## src/logic/pcb_decode_regs.vh

```
// Purpose: constants for the relocatable peripheral register block decode
// Assumes: 20-bit physical address, 16-bit internal data path
// Notes:   definitions only
`ifndef PCB_DECODE_REGS_VH
`define PCB_DECODE_REGS_VH

`define RELOC_OFFSET      8'hFE
`define RELOC_RESET       16'h20FF
`define RELOC_BASE_MSB    11
`define RELOC_MEM_BIT     12
`define RELOC_ESC_BIT     13
`define RELOC_CMPT_BIT    14
`define TIMER_LO          8'h50
`define TIMER_HI          8'h5F
`define TIMER_WAITS       2'h1
`define NO_WAITS          2'h0
`define UPPER_LO          8'hA0
`define UNMAPPED_RDATA    16'h0000

`endif

```

## src/logic/pcb_offset_map.v

```verilog
// Purpose: classify an offset inside the register block
// Assumes: offsets are byte offsets from the block base
// Notes:   purely combinational
`timescale 1ns/100ps
`include "pcb_decode_regs.vh"

module pcb_offset_map
(
    // offset in
    input  wire [7:0] offset_i,
    // class out
    output wire       is_reloc_o,
    output wire       is_timer_o,
    output wire       is_periph_o
);

    wire [7:0] reloc_offset;

    assign reloc_offset = `RELOC_OFFSET;
    // relocation word decodes on bits 7:1; odd byte lands in it too
    assign is_reloc_o  = (offset_i[7:1] == reloc_offset[7:1]);
    // timer control and counting registers
    assign is_timer_o  = (offset_i >= `TIMER_LO) && (offset_i <= `TIMER_HI);
    // locations owned by an outside peripheral register file
    assign is_periph_o = is_timer_o || (offset_i < `TIMER_LO) || (offset_i >= `UPPER_LO && offset_i < `RELOC_OFFSET);

endmodule

```

## src/logic/peripheral_block_decode.v

```verilog
// Purpose: decode, ready and data steering for the relocatable register block
// Assumes: one access request pulse per bus cycle from the bus unit
// Notes:   peripherals themselves sit outside; this block holds relocation only
//          byte accesses are treated as words; odd byte reads return the word
//          external ready is assumed already in step with mclk_i
//
// Behaviour
// - decode 256-byte block on any boundary
// - relocation word sits at block offset FE
// - relocation holds compat-mode and escape-trap bits
// - reset value places block at top I/O
// - writing 1100 moves block to memory 10000
// - unmapped writes complete but store nothing
// - block accesses still run external bus cycles
// - external read data ignored inside block
// - internal ready, external ready ignored inside block
// - zero wait states except timers
// - timer accesses take exactly one wait
// - any write updates all 16 bits
// - even byte reads valid, odd undefined
// - narrow bus: single cycle, low byte driven
`timescale 1ns/100ps
`include "pcb_decode_regs.vh"

module peripheral_block_decode
(
    // clock and reset
    input  wire        mclk_i,
    input  wire        sys_rst_i,
    // bus unit request
    input  wire        req_i,
    input  wire        req_mem_i,
    input  wire        req_wr_i,
    input  wire [19:0] req_addr_i,
    input  wire [15:0] req_wdata_i,
    input  wire        narrow_bus_i,
    // external bus answer
    input  wire        ext_ready_i,
    input  wire [15:0] ext_rdata_i,
    // peripheral register file answer
    input  wire [15:0] periph_rdata_i,
    // bus unit answer
    output reg         done_o,
    output reg  [15:0] rdata_o,
    // external bus cycle
    output reg         ext_cycle_o,
    output reg  [19:0] ext_addr_o,
    output reg  [15:0] ext_wdata_o,
    output reg         ext_wr_o,
    output reg         ext_mem_o,
    // peripheral strobes
    output reg         periph_wr_o,
    output reg  [7:0]  periph_offset_o,
    output reg  [15:0] periph_wdata_o,
    // relocation controls
    output reg         esc_trap_o,
    output reg         int_compat_o
);

    ////////////////////////////////////////////////////////////////////////
    // state
    localparam ST_IDLE = 3'b001;
    localparam ST_WAIT = 3'b010;
    localparam ST_EXT  = 3'b100;

    reg [2:0]  state_q;
    reg [15:0] reloc_q;
    reg [1:0]  wait_q;
    reg        inblk_q;
    reg        wr_q;
    reg        is_reloc_q;
    reg        is_periph_q;
    reg [15:0] wdata_q;
    reg [15:0] rdata_d;

    wire        hit;
    wire        is_reloc;
    wire        is_timer;
    wire        is_periph;
    wire [11:0] reloc_base;
    wire        reloc_mem;

    ////////////////////////////////////////////////////////////////////////
    // relocation word fields
    // the base field is address bits 19:8, so the block always starts on a
    // 256-byte boundary; the space bit picks memory when set, I/O when clear
    assign reloc_base = reloc_q[`RELOC_BASE_MSB:0];
    assign reloc_mem  = reloc_q[`RELOC_MEM_BIT];

    // block hit: space matches and address bits 19:8 equal base
    assign hit = (req_mem_i == reloc_mem) &&
                 (req_addr_i[19:8] == reloc_base);

    pcb_offset_map u_map
    (
        .offset_i    (req_addr_i[7:0]),
        .is_reloc_o  (is_reloc),
        .is_timer_o  (is_timer),
        .is_periph_o (is_periph)
    );

    ////////////////////////////////////////////////////////////////////////
    // internal read data
    // data from the external device is never chosen on a block access, and
    // an unassigned offset reads as zero so a value written there never
    // comes back
    always @*
    begin
        rdata_d = `UNMAPPED_RDATA;
        if (is_reloc_q)
            rdata_d = reloc_q;
        else if (is_periph_q)
            rdata_d = periph_rdata_i;
    end

    ////////////////////////////////////////////////////////////////////////
    // relocation mode outputs
    // registered copies of the mode bits; they follow a write one clock after
    // it completes, which is early enough since the bus unit cannot start
    // another instruction any sooner
    always @(posedge mclk_i or posedge sys_rst_i)
    begin
        if (sys_rst_i)
        begin
            esc_trap_o   <= 1'b0;
            int_compat_o <= 1'b0;
        end
        else
        begin
            esc_trap_o   <= reloc_q[`RELOC_ESC_BIT];
            int_compat_o <= reloc_q[`RELOC_CMPT_BIT];
        end
    end

    ////////////////////////////////////////////////////////////////////////
    // access sequencer
    always @(posedge mclk_i or posedge sys_rst_i)
    begin
        if (sys_rst_i)
        begin
            state_q         <= ST_IDLE;
            reloc_q         <= `RELOC_RESET;
            wait_q          <= `NO_WAITS;
            inblk_q         <= 1'b0;
            wr_q            <= 1'b0;
            is_reloc_q      <= 1'b0;
            is_periph_q     <= 1'b0;
            wdata_q         <= 16'h0000;
            done_o          <= 1'b0;
            rdata_o         <= 16'h0000;
            ext_cycle_o     <= 1'b0;
            ext_addr_o      <= 20'h0_0000;
            ext_wdata_o     <= 16'h0000;
            ext_wr_o        <= 1'b0;
            ext_mem_o       <= 1'b0;
            periph_wr_o     <= 1'b0;
            periph_offset_o <= 8'h00;
            periph_wdata_o  <= 16'h0000;
        end
        else
        begin
            done_o      <= 1'b0;
            periph_wr_o <= 1'b0;
            case (state_q)
                ST_IDLE:
                begin
                    if (req_i)
                    begin
                        // every access also runs on the pins, inside or not
                        ext_cycle_o     <= 1'b1;
                        ext_addr_o      <= req_addr_i;
                        ext_wr_o        <= req_wr_i;
                        ext_mem_o       <= req_mem_i;
                        // narrow bus carries the low byte only, one cycle
                        ext_wdata_o     <= narrow_bus_i ? {8'h00, req_wdata_i[7:0]} : req_wdata_i;
                        inblk_q         <= hit;
                        wr_q            <= req_wr_i;
                        is_reloc_q      <= is_reloc;
                        is_periph_q     <= is_periph;
                        wdata_q         <= req_wdata_i;
                        periph_offset_o <= req_addr_i[7:0];
                        wait_q          <= (hit && is_timer) ? `TIMER_WAITS : `NO_WAITS;
                        // full word written even for a byte opcode
                        // only mapped offsets get a strobe; an unassigned write is dropped
                        if (hit && req_wr_i && is_periph)
                        begin
                            periph_wr_o    <= 1'b1;
                            periph_wdata_o <= req_wdata_i;
                        end
                        state_q <= hit ? ST_WAIT : ST_EXT;
                    end
                end
                ST_WAIT:
                begin
                    // internal ready; external ready never looked at here, and
                    // req_i is ignored while busy, so an early request is lost
                    if (wait_q == `NO_WAITS)
                    begin
                        done_o      <= 1'b1;
                        ext_cycle_o <= 1'b0;
                        state_q     <= ST_IDLE;
                        if (wr_q && is_reloc_q)
                            reloc_q <= wdata_q;
                        // reads return internal data only; odd byte is left to the bus unit
                        rdata_o <= rdata_d;
                    end
                    else
                        // the single timer wait lets the counters share the registers
                        wait_q <= wait_q - 2'h1;
                end
                ST_EXT:
                begin
                    // outside the block the external device sets the length
                    if (ext_ready_i)
                    begin
                        done_o      <= 1'b1;
                        rdata_o     <= ext_rdata_i;
                        ext_cycle_o <= 1'b0;
                        state_q     <= ST_IDLE;
                    end
                end
                default:
                    state_q <= ST_IDLE;
            endcase
        end
    end

endmodule

```

## config.mk

```make
export PLATFORM = sky130hd
export DESIGN_NAME = peripheral_block_decode
export DESIGN_NICKNAME = d
export VERILOG_FILES = /design/src/logic/pcb_offset_map.v /design/src/logic/peripheral_block_decode.v
export VERILOG_INCLUDE_DIRS = /design/src /design/src/logic
export SDC_FILE = /design/constraint.sdc
export NUM_CORES = 1
export LEC_CHECK = 0
export ABC_AREA = 0
export BUFFER_PORTS_ARGS = -buffer_cell sky130_fd_sc_hd__buf_2
export CAP_MARGIN = 20
export CORE_MARGIN = 3
export CORE_UTILIZATION = 40
export DETAILED_ROUTE_END_ITERATION = 6
export GPL_ROUTABILITY_DRIVEN = 0
export PLACE_DENSITY_LB_ADDON = 0.12
export SYNTH_ARGS = -nofsm -noshare
export SYNTH_HDL_FRONTEND = slang
export SYNTH_SLANG_ARGS = --single-unit
```

## constraint.sdc

```tcl
create_clock -name mclk_i -period 3.5 [get_ports mclk_i]
set_input_delay 0.175 -clock mclk_i [delete_from_list [all_inputs] [get_ports mclk_i]]
set_output_delay 0.175 -clock mclk_i [all_outputs]
set_load 0.01 [all_outputs]
```

Yosys cells after proc, flatten, opt, wreduce, memory -nomap -nowiden
Cells that the tools add are included.

ROM bits: 0. Memories kept: 0. Output and inout port bits: 83. Memory bits (writable): 0. Word-level logic and storage cells: 79. Register bits: 122. Input port bits: 75. Bits in latches: 0.

Reductions and logical operators: 20. Add/sub/neg operators: 1. Div/mod/pow operators: 0. Shift-type cells: 0. Mux-type cells: 25. $mul: 0. Magnitude comparators: 5. Bitwise operators: 0. Eq/ne operators: 10.

Operator list (count): 2-to-1 mux 16 bit (5); one-hot mux 16 bit (2 select lines) (1); AND reduction 3 bit (5); equality test 12 bit (1); 2-to-1 mux 3 bit (4); 2-to-1 mux 1 bit (9); one-hot mux 3 bit (3 select lines) (1); >= comparator 8 x 7 -> 1 bit (second input constant) (1); >= comparator 8 bit (second input constant) (1); less-or-equal comparator 8 x 7 -> 1 bit (second input constant) (1); < comparator 8 x 7 -> 1 bit (second input constant) (1); < comparator 8 bit (second input constant) (1); inequality test 2 bit (second input constant) (4); equality test 7 bit (second input constant) (1); logical AND 1 bit (7); 2-to-1 mux 2 bit (2); one-hot mux 2 bit (2 select lines) (1); AND reduction 4 bit (1); nonzero test 2 bit (2); equality test 3 x 1 -> 1 bit (second input constant) (1); equality test 3 x 2 -> 1 bit (second input constant) (1); equality test 3 bit (second input constant) (1); one-hot mux 1 bit (3 select lines) (1); nonzero test 3 bit (1); other kinds (6) (7).

Logic depth before layout (Yosys ltp)
Word-level depth: 8. Gate-level depth with buffers: 6. Depth with buffers taken out: 6.

By module
A second synthesis with hierarchy kept.

Cells, all modules: 446. Area total of the unflattened synthesis: 4668.2 um^2.

Modules (own cells, without submodules): peripheral_block_decode (cells an instance 437, area each 4624.4 um^2, instances 1, seq. area each 2665.1 um^2); pcb_offset_map (cells an instance 9, area each 43.8 um^2, instances 1, seq. area each 0.0 um^2).

Worst setup path before layout
No wires, ideal clock.

Path kind: register to register. Start: reg state_q[0]. End: reg periph_wdata_o[0]. Buffers on the path: 1. Data required time: 3.375 ns. Path slack: 1.754 ns. Arrival: 1.621 ns. Period minus slack after synthesis: 1.746 ns. Setup time: 0.125 ns. Cell stages (with the launch flop): 7. Cell sequence: dfstp_2 and4bb_1 nand2_1 nor2_2 nand3_4 buf_6 mux2_4.

Cells in the longest elaborated chain, start to end: 2.

Ends and longest elaborated chain: start: declaration (RTL line peripheral_block_decode.v:66) `reg [2:0] state_q;`; start signal: assignment (RTL line peripheral_block_decode.v:190) `state_q <= hit ? ST_WAIT : ST_EXT;`; equality test 3 x 1 -> 1 bit (RTL line peripheral_block_decode.v:164) `case (state_q)`; AND reduction 3 bit (no source line); end signal: assignment (RTL line peripheral_block_decode.v:188) `periph_wdata_o <= req_wdata_i;`; end: declaration (RTL line peripheral_block_decode.v:54) `output reg [15:0] periph_wdata_o,`.

No other way between the ends. A chain may end at the register's enable or synchronous reset.

Worst setup path after layout
Start: reg is_reloc_q. End: reg rdata_o[7].

Cells in the longest elaborated chain, start to end: 3.

Ends and longest elaborated chain: start: declaration (RTL line peripheral_block_decode.v:71) `reg is_reloc_q;`; start signal: assignment (RTL line peripheral_block_decode.v:178) `is_reloc_q <= is_reloc;`; 2-to-1 mux 16 bit (RTL line peripheral_block_decode.v:110) `if (is_reloc_q)`; 2-to-1 mux 16 bit (RTL line peripheral_block_decode.v:197) `` if (wait_q == `NO_WAITS) ``; one-hot mux 16 bit (2 select lines) (RTL line peripheral_block_decode.v:164); end signal: assignment (RTL line peripheral_block_decode.v:205) `rdata_o <= rdata_d;`; end signal: assignment (RTL line peripheral_block_decode.v:217) `rdata_o <= ext_rdata_i;`; end: declaration (RTL line peripheral_block_decode.v:44) `output reg [15:0] rdata_o,`.

No other way between the ends. The select of a mux whose other input is x is not followed.

==> impl_results.md <==
* IO Count at 158
* Status: finished, final reports clean
* Non-Filler Instances at 721
* Ratio of cells with drive above 1 in the final layout at 40.8%
* H-tree depth at 3
* Sequential share of the synthesized area at 57.0%
* PortBufs at 157
* Worst-path clk slew at 70 ps
* Tot Pwr at 0.00371 W
* Pre-CTS setup slack at 1320 ps
* Fillers at 1,067
* Syn avg cell area at 10.7 um2
* Detailed Route WL at 11,600 um
* RSZ-0062 raised after global routing: false
* Post-Syn Instances at 438
* Yosys top cell by area: dfrtp_1
* Antenna diodes at 0
* Worst-margin pin slew at 1070 ps
* DRT Pass-1 Iters at 4
* Final period utilization at 62.3%
* Mapped Area at 0.00467 mm2
* Die Y at 114 um
* Worst r2r src: is_reloc_q
* Largest net degree at the start of global routing at 54
* DR vias at 3,526
* CTS Hold Bufs at 1
* Register bit total from synthesis at 106
* Max Slew Vio Count at 0
* EDFF count, synth at 0
* Starting Density at 42.0%
* Ys Warns at 0
* Number of global-route vias before repair at 3,595
* Worst Skew at 7.42 ps
* Clk Latency, worst-skew pair at 340 ps
* Area delta synth->final at 23.8%
* Maximum vdd ir drop at 0.391 mV
* Crit. End Element: flop
* HPWL Detailed at 8510 um
* CTS Buf Count at 9
* Postcts setup bufs at 0
* Hold Crit Class: input pin to flop
* Synth area leaders: dfrtp_1 51%, nand2_1 12%, mux2_2 8.9%
* R2R cell count at 4
* Startpoint Class: flop
* Cell row count at 38
* WP data required at 3770 ps
* Setup WS post-layout at 1320 ps
* Via-per-instance ratio at 4.89
* Setup crit start: is_reloc_q
* Max_cap viols at 0
* Die area at 0.0130 mm2
* CTS tree: done
* Root buffer cell: clkbuf_16
* Asr flop ratio synth at 100%
* Crit-path max FO at 20
* Top post-synthesis cells by count: 153 x nand2_1, 96 x dfrtp_1, 37 x mux2_2
* Post-CTS sizing at 0
* Setup tns final at 0 ps
* Routed WL per cell at 16.1 um
* Cell variety after synth at 38
* Die X at 114 um
* Post-synth top area share at 51.4%
* Initial antenna violation count at 1
* Final #Nets at 652
* Initial DRC count at 212
* Placed cell count at 703
* First-pass GRT wire length at 18,700 um
* Fin util at 52.0%
* Crit Path Category: flop to flop
* Routed Antenna Nets at 0
* Synth Flop Type: dfrtp_1
* FMAX at 459 MHz
* Leakage at 3.09 nW
* Final worst path period need at 2180 ps
* Post-synth net total at 514
* Remaining global-route overflow at 0
* RR Endpoint: rdata_o[7]
* Drc violations at 0
* R2R Setup Slk at 1320 ps
* Cell with the most instances after synthesis: nand2_1
* Worst hold start: req_addr_i[0]
* Longest Clk Path Bufs at 2
* Gr usage total at 18.3%
* Worst EP arrival at 2450 ps
* Clock sink count at 106
* Hold Vio Cnt, Final at 0
* Final setup viols at 0
* Max_slew headroom at 28.8%
* PwrDens at 641 mW/mm2
* Core footprint at 0.0111 mm2
* Critical Path Sink: rdata_o[7]
-- layout by cell type, fill, tap and decap left out, types with 3 or more instances in the layout --
cell | netlist | layout
dfstp_2 | 10 | 10
clkbuf_1 | 13 | 4
mux2_4 | 9 | 9
buf_4 | 17 | 5
inv_1 | 4 | 3
mux2_2 | 37 | 37
buf_2 | 4 | 157
nor2_1 | 6 | 6
nand2_1 | 153 | 153
dfrtp_1 | 96 | 96
nand3b_1 | 11 | 11
xnor2_1 | 12 | 12
clkbuf_16 | 0 | 9
o21ai_0 | 20 | 20
a22oi_1 | 15 | 15
nand4_1 | 3 | 3
-- stage by stage --
step | cell area (um2) | hold slack (ps)
finish | 5790 | 31.6
global placement | 5480 | 291
floorplan | 4670 | 257
detailed placement | 5480 | 298
CTS | 5780 | 17.3
global route | 5790 | 36.9
-- metal layers --
layer / global-route usage, % / up-vias / wire length, um
li1: - / 1714 / -
met1: 24.8 / 1694 / 5200
met2: 29.1 / 108 / 5480
met3: 5.55 / 8 / 816
met4: 4.20 / 2 / 83
met5: 0 / - / 7
-- state kept, by name, indices dropped and copies added, names as in the netlist, 2 cells and up --
register / flops
ext_addr_o: 20
ext_wdata_o: 16
periph_wdata_o: 16
rdata_o: 16
reloc_q: 16
wdata_q: 8
state_q: 3
wait_q: 2
-- worst max-delay path: stages, from the launching register on --
cell and delay, ps:
dfrtp_1 620, nor2b_1 930, a22oi_1 180, o21ai_0 210, mux2_2 180
-- layout make-up --
| class | count | area (um2) | area share, % |
|---|---|---|---|
| flip-flops and latches | 106 | 2670 | 46.0 |
| multi-input cells | 291 | 1800 | 31.0 |
| repair buffers | 164 | 845 | 14.6 |
| clock buffers | 14 | 254 | 4.39 |
| well taps | 140 | 175 | 3.03 |
| clock inverters | 2 | 37.5 | 0.648 |
| inverters | 4 | 17.5 | 0.303 |
-- kinds of logic (layout without fill, tap and decap cells) --
| family | Yosys count | after routing | synth area share [%] |
|---|---|---|---|
| fa+ha+maj | 1 | 1 | 0.268 |
| xor+xnor | 14 | 14 | 2.62 |
| mux | 48 | 48 | 12.3 |
| compound gates | 41 | 41 | 5.51 |
| flops | 106 | 106 | 57.0 |
| simple gates | 187 | 187 | 17.4 |
| buf+inv | 41 | 184 | 4.93 |
-- worst min path at each step --
stage | end | depth (start not counted)
after floorplan | state_q[2] | 1
after global placement | periph_wr_o | 2
after detailed placement | periph_wr_o | 2
after CTS | ext_addr_o[0] | 3
after global routing | ext_addr_o[4] | 3
final | ext_addr_o[0] | 3
-- power by group --
part           leakage (nW)  switching (W)  internal [W]  total, W
Combinational          1.60       0.000584      0.000427   0.00101
Clock                 0.137       0.000420      0.000576  0.000996
Sequential             1.35       0.000187       0.00152   0.00170
No activity file was read; power rests on OpenSTA's default activity.
